<file path="config.mk">
export PLATFORM = sky130hd
export DESIGN_NAME = basic_id_gpio_strap_registers
export DESIGN_NICKNAME = d
export VERILOG_FILES = /design/src/basic_regs_pkg.sv /design/src/strap_latch.sv /design/src/shared_pin_cell.sv /design/src/basic_id_gpio_strap_registers.sv
export SDC_FILE = /design/constraint.sdc
export NUM_CORES = 1
export LEC_CHECK = 0
export ABC_CLOCK_PERIOD_IN_PS = 1800
export BUFFER_PORTS_ARGS = -buffer_cell sky130_fd_sc_hd__buf_4
export CORE_MARGIN = 2
export CORE_UTILIZATION = 40
export CTS_CLUSTER_DIAMETER = 50
export CTS_CLUSTER_SIZE = 12
export DETAILED_ROUTE_END_ITERATION = 6
export PLACE_DENSITY = 0.7
export REMOVE_ABC_BUFFERS = 1
export SLEW_MARGIN = 20
export SYNTH_ARGS = -nofsm -noshare
export SYNTH_HDL_FRONTEND = slang
export SYNTH_HIERARCHICAL = 1
export SYNTH_SLANG_ARGS = --single-unit
</file>
<file path="constraint.sdc">
create_clock -name i_clk_sys -period 1.8 [get_ports i_clk_sys]
set_input_delay 0.36 -clock i_clk_sys [delete_from_list [all_inputs] [get_ports i_clk_sys]]
set_output_delay 0.36 -clock i_clk_sys [all_outputs]
set_load 0.1 [all_outputs]
</file>
<file path="src/basic_regs_pkg.sv">
`default_nettype none

package basic_regs_pkg;

   // ---------------------------------------------------------------
   // Bus decode
   // ---------------------------------------------------------------
   localparam int ADDR_WIDTH      = 21;
   localparam int INDEX_WIDTH     = 9;
   localparam int ADDR_REGION_BIT = 20;
   localparam int ADDR_MEDIA_BIT  = 12;
   localparam int DATA_WIDTH      = 8;

   // ---------------------------------------------------------------
   // Register indices
   // ---------------------------------------------------------------
   localparam logic [8:0] IDX_CHIP_ID    = 9'h000;
   localparam logic [8:0] IDX_MISC       = 9'h001;
   localparam logic [8:0] IDX_PIN_DIR    = 9'h004;
   localparam logic [8:0] IDX_PIN_LEVEL  = 9'h008;
   localparam logic [8:0] IDX_STRAP_LOW  = 9'h00c;
   localparam logic [8:0] IDX_STRAP_HIGH = 9'h00d;

   // ---------------------------------------------------------------
   // Fields and reset values
   // ---------------------------------------------------------------
   localparam int         MISC_GATE_BIT   = 7;
   localparam logic [7:0] MISC_WRITE_MASK = 8'h87;
   localparam logic [7:0] MISC_RESET      = 8'h80;
   localparam int         GPIO_COUNT      = 3;
   localparam int         GPIO_FIELD_LSB  = 1;
   localparam logic [2:0] PIN_DIR_RESET   = 3'h0;
   localparam logic [2:0] PIN_LEVEL_RESET = 3'h0;
   localparam int         STRAP_WIDTH     = 16;
   localparam int         STRAP_BANK_LSB  = 6;
   localparam int         STRAP_MEDIA_BIT = 14;
   localparam logic [1:0] BANK_ALL_GPIO   = 2'h0;
   localparam logic [1:0] BANK_FULL_ROW   = 2'h3;
   localparam logic [15:0] STRAP_RESET    = 16'h0000;

   // Function assigned to a shared pin by the straps
   typedef enum logic [2:0] {
      PIN_GENERAL = 3'b001,
      PIN_ROW_ADDR = 3'b010,
      PIN_POWER   = 3'b100
   } pin_func_e;

   // One host bus cycle as seen at the pins
   typedef struct packed {
      logic        cs_n;
      logic        mr_n;
      logic        rd_n;
      logic        wr_n;
      logic [20:0] addr;
      logic [7:0]  wdata;
   } bus_req_s;

endpackage

`default_nettype wire

</file>
<file path="src/strap_latch.sv">
`timescale 1ns/1ns
`default_nettype none

module strap_latch #(
   parameter int WIDTH = 16
) (
   input  wire logic             i_clk_sys,
   input  wire logic             i_rst_n,
   input  wire logic [WIDTH-1:0] i_strap_config_pins,
   output logic      [WIDTH-1:0] o_strap,
   output logic                  o_ready
);

   // ---------------------------------------------------------------
   // Elaboration check
   // ---------------------------------------------------------------
   if (WIDTH != basic_regs_pkg::STRAP_WIDTH) begin : g_bad_width
      $error("strap_latch width must match the strap readback registers");
   end

   // ---------------------------------------------------------------
   // Synchroniser, free running through reset
   // ---------------------------------------------------------------
   logic [WIDTH-1:0] sync_meta;
   logic [WIDTH-1:0] sync_stable;

   // No reset here so the straps are settled by the time reset lifts
   always_ff @(posedge i_clk_sys) begin
      sync_meta   <= i_strap_config_pins;
      sync_stable <= sync_meta;
   end

   // ---------------------------------------------------------------
   // Capture once at the first edge after release
   // ---------------------------------------------------------------
   always_ff @(posedge i_clk_sys or negedge i_rst_n) begin
      if (!i_rst_n) begin
         o_strap <= basic_regs_pkg::STRAP_RESET;
         o_ready <= 1'b0;
      end else if (!o_ready) begin
         o_strap <= sync_stable;
         o_ready <= 1'b1;
      end
   end

endmodule

`default_nettype wire

</file>
<file path="src/shared_pin_cell.sv">
`timescale 1ns/1ns
`default_nettype none

module shared_pin_cell (
   input  wire logic i_clk_sys,
   input  wire logic i_rst_n,
   input  wire logic i_general,
   input  wire logic i_dir_out,
   input  wire logic i_level,
   input  wire logic i_alt_value,
   input  wire logic i_pin_in,
   output logic      o_pin_out,
   output logic      o_pin_oe,
   output logic      o_pin_level
);

   // ---------------------------------------------------------------
   // Pin input synchroniser
   // ---------------------------------------------------------------
   logic pin_meta;

   always_ff @(posedge i_clk_sys or negedge i_rst_n) begin
      if (!i_rst_n) begin
         pin_meta    <= 1'b0;
         o_pin_level <= 1'b0;
      end else begin
         pin_meta    <= i_pin_in;
         o_pin_level <= pin_meta;
      end
   end

   // ---------------------------------------------------------------
   // Driver select
   // ---------------------------------------------------------------
   wire next_oe  = i_general ? i_dir_out : 1'b1;
   wire next_out = i_general ? i_level : i_alt_value;

   // Registered so the pad never sees a decode glitch
   always_ff @(posedge i_clk_sys or negedge i_rst_n) begin
      if (!i_rst_n) begin
         o_pin_oe  <= 1'b0;
         o_pin_out <= 1'b0;
      end else begin
         o_pin_oe  <= next_oe;
         o_pin_out <= next_out;
      end
   end

endmodule

`default_nettype wire

</file>
<file path="src/basic_id_gpio_strap_registers.sv">
// Behaviour
// - Identification register upper six bits: product code
// - Identification low two bits: fixed revision code
// - Reset sets gate bit; only two registers reachable
// - Writing gate bit zero opens registers and memory
// - Direction bits 3..1: one output, zero input
// - All general pins start as inputs
// - Pin three general only when bank straps 00
// - Pin one becomes row address when straps 11
// - Pin two: row address, power enable, or general
// - Non-general pin ignores its direction and level
// - Output pin drives its level register bit
// - Input pin level read returns pin state
// - Straps latched at reset release, read back
// - Select on chip, register, A20, A12 low
`timescale 1ns/1ns
`default_nettype none

module basic_id_gpio_strap_registers #(
   parameter logic [5:0] PRODUCT_CODE  = 6'h2a, // Arbitrary value
   parameter logic [1:0] REVISION_CODE = 2'h2   // Arbitrary value
) (
   input  wire logic                     i_clk_sys,
   input  wire logic                     i_rst_n,
   input  wire basic_regs_pkg::bus_req_s i_bus,
   output logic      [7:0]               o_rdata,
   output logic                          o_rd_valid,
   output logic                          o_mem_access_en,
   input  wire logic [15:0]              i_strap_config_pins,
   input  wire logic [2:0]               i_memory_row_address,
   input  wire logic                     i_media_port_power_enable,
   input  wire logic [2:0]               i_gpio_in,
   output logic      [2:0]               o_gpio_out,
   output logic      [2:0]               o_gpio_oe
);

   // ---------------------------------------------------------------
   // Bus decode
   // ---------------------------------------------------------------
   wire       reg_sel   = !i_bus.cs_n && !i_bus.mr_n
                          && !i_bus.addr[basic_regs_pkg::ADDR_REGION_BIT]
                          && !i_bus.addr[basic_regs_pkg::ADDR_MEDIA_BIT];
   wire [8:0] reg_index = i_bus.addr[8:0];
   wire       wr_fire   = reg_sel && !i_bus.wr_n;
   wire       rd_fire   = reg_sel && !i_bus.rd_n;

   logic [7:0] misc;
   wire        gate_closed = misc[basic_regs_pkg::MISC_GATE_BIT];

   // Index hits; everything past the first two waits for the gate
   wire hit_id    = reg_index == basic_regs_pkg::IDX_CHIP_ID;
   wire hit_misc  = reg_index == basic_regs_pkg::IDX_MISC;
   wire hit_dir   = !gate_closed && reg_index == basic_regs_pkg::IDX_PIN_DIR;
   wire hit_level = !gate_closed && reg_index == basic_regs_pkg::IDX_PIN_LEVEL;
   wire hit_slow  = !gate_closed && reg_index == basic_regs_pkg::IDX_STRAP_LOW;
   wire hit_shigh = !gate_closed && reg_index == basic_regs_pkg::IDX_STRAP_HIGH;

   // ---------------------------------------------------------------
   // Strap capture
   // ---------------------------------------------------------------
   logic [15:0] strap;
   logic        strap_ready;

   strap_latch #(
      .WIDTH (basic_regs_pkg::STRAP_WIDTH)
   ) u_strap_latch (
      .i_clk_sys           (i_clk_sys),
      .i_rst_n             (i_rst_n),
      .i_strap_config_pins (i_strap_config_pins),
      .o_strap             (strap),
      .o_ready             (strap_ready)
   );

   // ---------------------------------------------------------------
   // Shared pin function from straps
   // ---------------------------------------------------------------
   wire [1:0] bank  = strap[basic_regs_pkg::STRAP_BANK_LSB +: 2];
   wire       media = strap[basic_regs_pkg::STRAP_MEDIA_BIT];
   wire       full_row = bank == basic_regs_pkg::BANK_FULL_ROW;

   basic_regs_pkg::pin_func_e func [3];

   // Index 0, 1, 2 are general pins 1, 2, 3
   assign func[0] = full_row ? basic_regs_pkg::PIN_ROW_ADDR
                             : basic_regs_pkg::PIN_GENERAL;
   assign func[1] = full_row ? basic_regs_pkg::PIN_ROW_ADDR
                  : media    ? basic_regs_pkg::PIN_POWER
                             : basic_regs_pkg::PIN_GENERAL;
   assign func[2] = bank == basic_regs_pkg::BANK_ALL_GPIO
                  ? basic_regs_pkg::PIN_GENERAL
                  : basic_regs_pkg::PIN_ROW_ADDR;

   // Alternate drive per pin; row bits 10, 11, 9 are index 0, 1, 2
   wire [2:0] alt_value = {i_memory_row_address[0],
                           full_row ? i_memory_row_address[2]
                                    : i_media_port_power_enable,
                           i_memory_row_address[1]};

   // ---------------------------------------------------------------
   // Control registers
   // ---------------------------------------------------------------
   logic [2:0] pin_dir;
   logic [2:0] pin_level;
   wire  [2:0] wr_field = i_bus.wdata[basic_regs_pkg::GPIO_FIELD_LSB +: 3];

   // Read-only indices have no write path at all
   always_ff @(posedge i_clk_sys or negedge i_rst_n) begin
      if (!i_rst_n) begin
         misc      <= basic_regs_pkg::MISC_RESET;
         pin_dir   <= basic_regs_pkg::PIN_DIR_RESET;
         pin_level <= basic_regs_pkg::PIN_LEVEL_RESET;
      end else if (wr_fire) begin
         if (hit_misc) begin
            misc <= i_bus.wdata & basic_regs_pkg::MISC_WRITE_MASK;
         end
         if (hit_dir) begin
            pin_dir <= wr_field;
         end
         if (hit_level) begin
            pin_level <= wr_field;
         end
      end
   end

   // ---------------------------------------------------------------
   // Shared pins
   // ---------------------------------------------------------------
   logic [2:0] pin_sync;
   wire  [2:0] general;

   for (genvar g = 0; g < basic_regs_pkg::GPIO_COUNT; g++) begin : g_pin
      assign general[g] = func[g] == basic_regs_pkg::PIN_GENERAL;

      shared_pin_cell u_cell (
         .i_clk_sys   (i_clk_sys),
         .i_rst_n     (i_rst_n),
         .i_general   (general[g]),
         .i_dir_out   (pin_dir[g]),
         .i_level     (pin_level[g]),
         .i_alt_value (alt_value[g]),
         .i_pin_in    (i_gpio_in[g]),
         .o_pin_out   (o_gpio_out[g]),
         .o_pin_oe    (o_gpio_oe[g]),
         .o_pin_level (pin_sync[g])
      );

   end

   // ---------------------------------------------------------------
   // Read selection
   // ---------------------------------------------------------------
   // Input pins show the pad, outputs echo the stored level
   wire [2:0] level_view = (general & ~pin_dir & pin_sync)
                         | (~(general & ~pin_dir) & pin_level);
   wire [7:0] id_value   = {PRODUCT_CODE, REVISION_CODE};

   // Gated or unmapped indices read as zero
   wire [7:0] next_rdata = hit_id    ? id_value
                         : hit_misc  ? misc
                         : hit_dir   ? {4'h0, pin_dir, 1'b0}
                         : hit_level ? {4'h0, level_view, 1'b0}
                         : hit_slow  ? strap[7:0]
                         : hit_shigh ? strap[15:8]
                         : 8'h00;

   // One-edge read latency; data holds until the next read
   always_ff @(posedge i_clk_sys or negedge i_rst_n) begin
      if (!i_rst_n) begin
         o_rdata         <= 8'h00;
         o_rd_valid      <= 1'b0;
         o_mem_access_en <= 1'b0;
      end else begin
         o_rd_valid      <= rd_fire;
         o_mem_access_en <= !gate_closed;
         if (rd_fire) begin
            o_rdata <= next_rdata;
         end
      end
   end
endmodule

`default_nettype wire

</file>
==> reports/qor.yml <==
synthCells: 202
finalSetupViolCount: 0
rsz0062_at_grt: "false"
ios: 74
track_usage_pct: 15.0
power_density_nw_per_um2: 1080
path_cells: "a21oi_1 -> mux2_2 -> o311ai_0 -> a21oi_1"
worst_setup_path_start_kind: "register"
antenna_found_initial: 0
post_drt_wl_per_cell_um: 13.9
tns_ns: 0
run_status: "complete, no violations"
gr-total-overflow: 0
fin_crit_ns: 1.61
num_antenna_cells: 0
vias: 1809
ir_worst_vdd_mv: 0.526
r2r-start: "u_strap_latch/o_strap[7]$_DFFE_PN0N_"
cts_max_path_buffers: 2
cts_tree: "yes"
slew_viol_final: 0
slew_headroom_pct: 59.4
drive_gt1_share_pct: 46.7
pwr-share-seq_pct: 49.5
wirelength_mm: 5.29
final_nets: 338
synth_enable_flop_cells: 0
comb_power_share_pct: 16.8
ys_warn_count: 6
final_antenna_net_count: 0
start_util_pct: 41.8
final_util_pct: 54.0
cp-startpoint: "u_strap_latch/o_strap[7]$_DFFE_PN0N_"
async_flop_share_pct: 60.5
synth_compound_area_share_pct: 7.54
worstPathRequired_ns: 2.02
fin_ws_ns: 0.191
drc_errors: 0
reg2reg_depth: 4
place_ws_ns: -0.0674
dpl-instance-area_um2: 3520
synthAdderAreaFrac_pct: 0
vias_per_cell: 4.75
synth.largest_area_cell: "dfrtp_1"
syn_to_final_growth_pct: 29.1
postCtsSetupRepairBufs: 0
worstSetupEndpointType: "register"
r2r_end: "o_rdata[1]$_DFFE_PN0P_"
max_freq_mhz: 622
clk_pin_slew_worst_paths_ns: 0.08
r2r_setup_slack_ns: 0.19
ys_types: 47
crit_path_max_fanout: 7
switching_share_pct: 28.0
clk_latency_ns: 0.35
grt_max_degree: 50
netlist.area_leader.share_pct: 41.6
crit_slowest_cell: "dfrtp_1"
cpMostUsedCell: "a21oi_1"
fin_worst_skew_ns: 0.00439
internal_power_mw: 2.89
synthMuxAreaShare_pct: 15.9
grt_pass1_vias: 1803
yosys.area_share.simple_pct: 8.28
die_y_um: 89.0
hold_viol_final: 0
dr.pass1.iters: 4
rows: 30
drt_iter0_markers: 94
synth_xor_area_share_pct: 0
p_leak_nw: 1.71
synthTopCellsByArea: "dfrtp_1 42%, dfxtp_1 22%, mux2_2 7.0%"
synth.yosys.seq_area_share_pct: 64.7
max-cap-violations: 0
critPathMaxStageDelay_ns: 0.45
cts_resized: 0
hold_path_class: "in -> async"
synth_most_common_cell: "dfrtp_1"
synth_commonest_cells: "48 x dfrtp_1, 32 x dfxtp_1, 18 x mux2_2"
cp-endpoint: "o_rdata[1]$_DFFE_PN0P_"
io_buffer_count: 60
cts-htree-levels: 3
crit_type: "reg -> reg"
synth_ff_type: "dfrtp_1"
core-area_um2: 6910
ys_ff_latch: 81
clkSinkCount: 81
ctsHoldBuffers: 0
clock-root-buffer: "clkbuf_8"
worstPathArrival_ns: 1.82
synth_area_um2: 2890
place_congestion: 0.871
hpwl_mm: 3.84
tightest_slew_ns: 0.608
synth_top_family_by_area: "multiplexers"
cts_buffers: 9
clockPowerShare_pct: 33.6
postLayoutCellArea_um2: 3730
holdWs_ns: 0.0109
grt_pass1_wl_mm: 8.69
synth.avg_cell_area_um2: 14.3
die_w_um: 89.0
p_sw_mw: 1.12
die_area_um2: 7910
fin_crit_sh_pct: 89.4
-- cells in the final DEF, fill, tap and decap left out, types with 2 or more instances in the layout --
cell,Yosys,routed
buf_4,0,76
dfrtp_1,48,48
dfxtp_1,32,32
mux2_2,18,18
mux2_4,13,13
clkbuf_8,0,11
nand2_1,8,8
nor2_1,6,6
mux2i_1,6,6
a21oi_1,4,4
nand2b_1,4,4
o221ai_1,4,4
inv_1,3,3
nor4_1,3,3
o21a_1,3,3
nor2b_1,3,3
o31ai_1,3,3
nor3_1,3,3
nor4b_1,2,2
a2bb2oi_1,2,2
nand3_1,2,2
nand4_1,2,2
a211oi_1,2,2
clkinvlp_4,0,2
-- critical path, delay by kind of cell, from the launching register on --
kind               cells  cell delay [ns]
AOI/OAI and AO/OA      3             0.67
DFF                    1             0.45
muxes                  1             0.35
-- worst min-delay path by stage --
stage,startpoint,endpoint,cells after the start
6_report,i_rst_n,g_pin[2].u_cell/o_pin_out$_DFF_PN0_,1
5_1_grt,i_rst_n,u_strap_latch/o_strap[2]$_DFFE_PN0N_,1
4_1_cts,i_rst_n,u_strap_latch/o_strap[11]$_DFFE_PN0N_,1
3_5_place_dp,u_strap_latch/sync_meta[12]$_DFF_P_,u_strap_latch/sync_stable[12]$_DFF_P_,0
3_3_place_gp,u_strap_latch/sync_meta[5]$_DFF_P_,u_strap_latch/sync_stable[5]$_DFF_P_,0
2_1_floorplan,i_rst_n,g_pin[0].u_cell/o_pin_level$_DFF_PN0_,0
-- routing by layer --
| metal | global-route usage, % | share of wire [%] | vias to the layer above | wire length [um] |
|---|---|---|---|---|
| li1 | - | - | 881 | - |
| met1 | 19.5 | 45 | 860 | 2380 |
| met2 | 22.7 | 46 | 58 | 2450 |
| met3 | 5.17 | 6.9 | 10 | 365 |
| met4 | 6.92 | 1.9 | 0 | 102 |
| met5 | 0 | 0 | - | 0 |
-- logic make-up after synthesis --
logic type,count (synthesis)
simple gates,41
compound gates,28
mux,37
buf+inv,14
flops,81
other cells,1
-- layout make-up --
class                      count  area [um^2]
multi-input combinational    107          918
clock buffer                  11          151
timing repair buffer          77          591
sequential                    81         1870
inverter                       4         20.0
tap                           96          120
clock inverter                 5         60.1
fill                         626         3180
-- power by group through the flow --
stage | clock network (mW) | logic, mW | registers [mW]
floorplan | 0 | 0.149 | 2.31
global placement | 0 | 0.674 | 2.02
detailed placement | 0 | 0.680 | 2.03
CTS | 1.39 | 0.682 | 1.99
global route | 1.48 | 0.715 | 2.00
finish | 1.35 | 0.675 | 1.99
-- state kept, by name (all words and copies together) (netlist names), 3 cells and up --
signal,count
pin_dir,3
g_pin.u_cell/o_pin_out,3
u_strap_latch/sync_meta,16
g_pin.u_cell/o_pin_level,3
misc,4
u_strap_latch/sync_stable,16
u_strap_latch/o_strap,16
pin_level,3
o_rdata,8
g_pin.u_cell/pin_meta,3
g_pin.u_cell/o_pin_oe,3
-- metrics by stage --
| stage | instances | power, mW |
|---|---|---|
| after global placement | 365 | 2.70 |
| final | 381 | 4.01 |
| after floorplan | 192 | 2.46 |
| after detailed placement | 365 | 2.71 |
| after CTS | 381 | 4.07 |
| after global routing | 381 | 4.20 |
(Power assumes the default switching activity.)
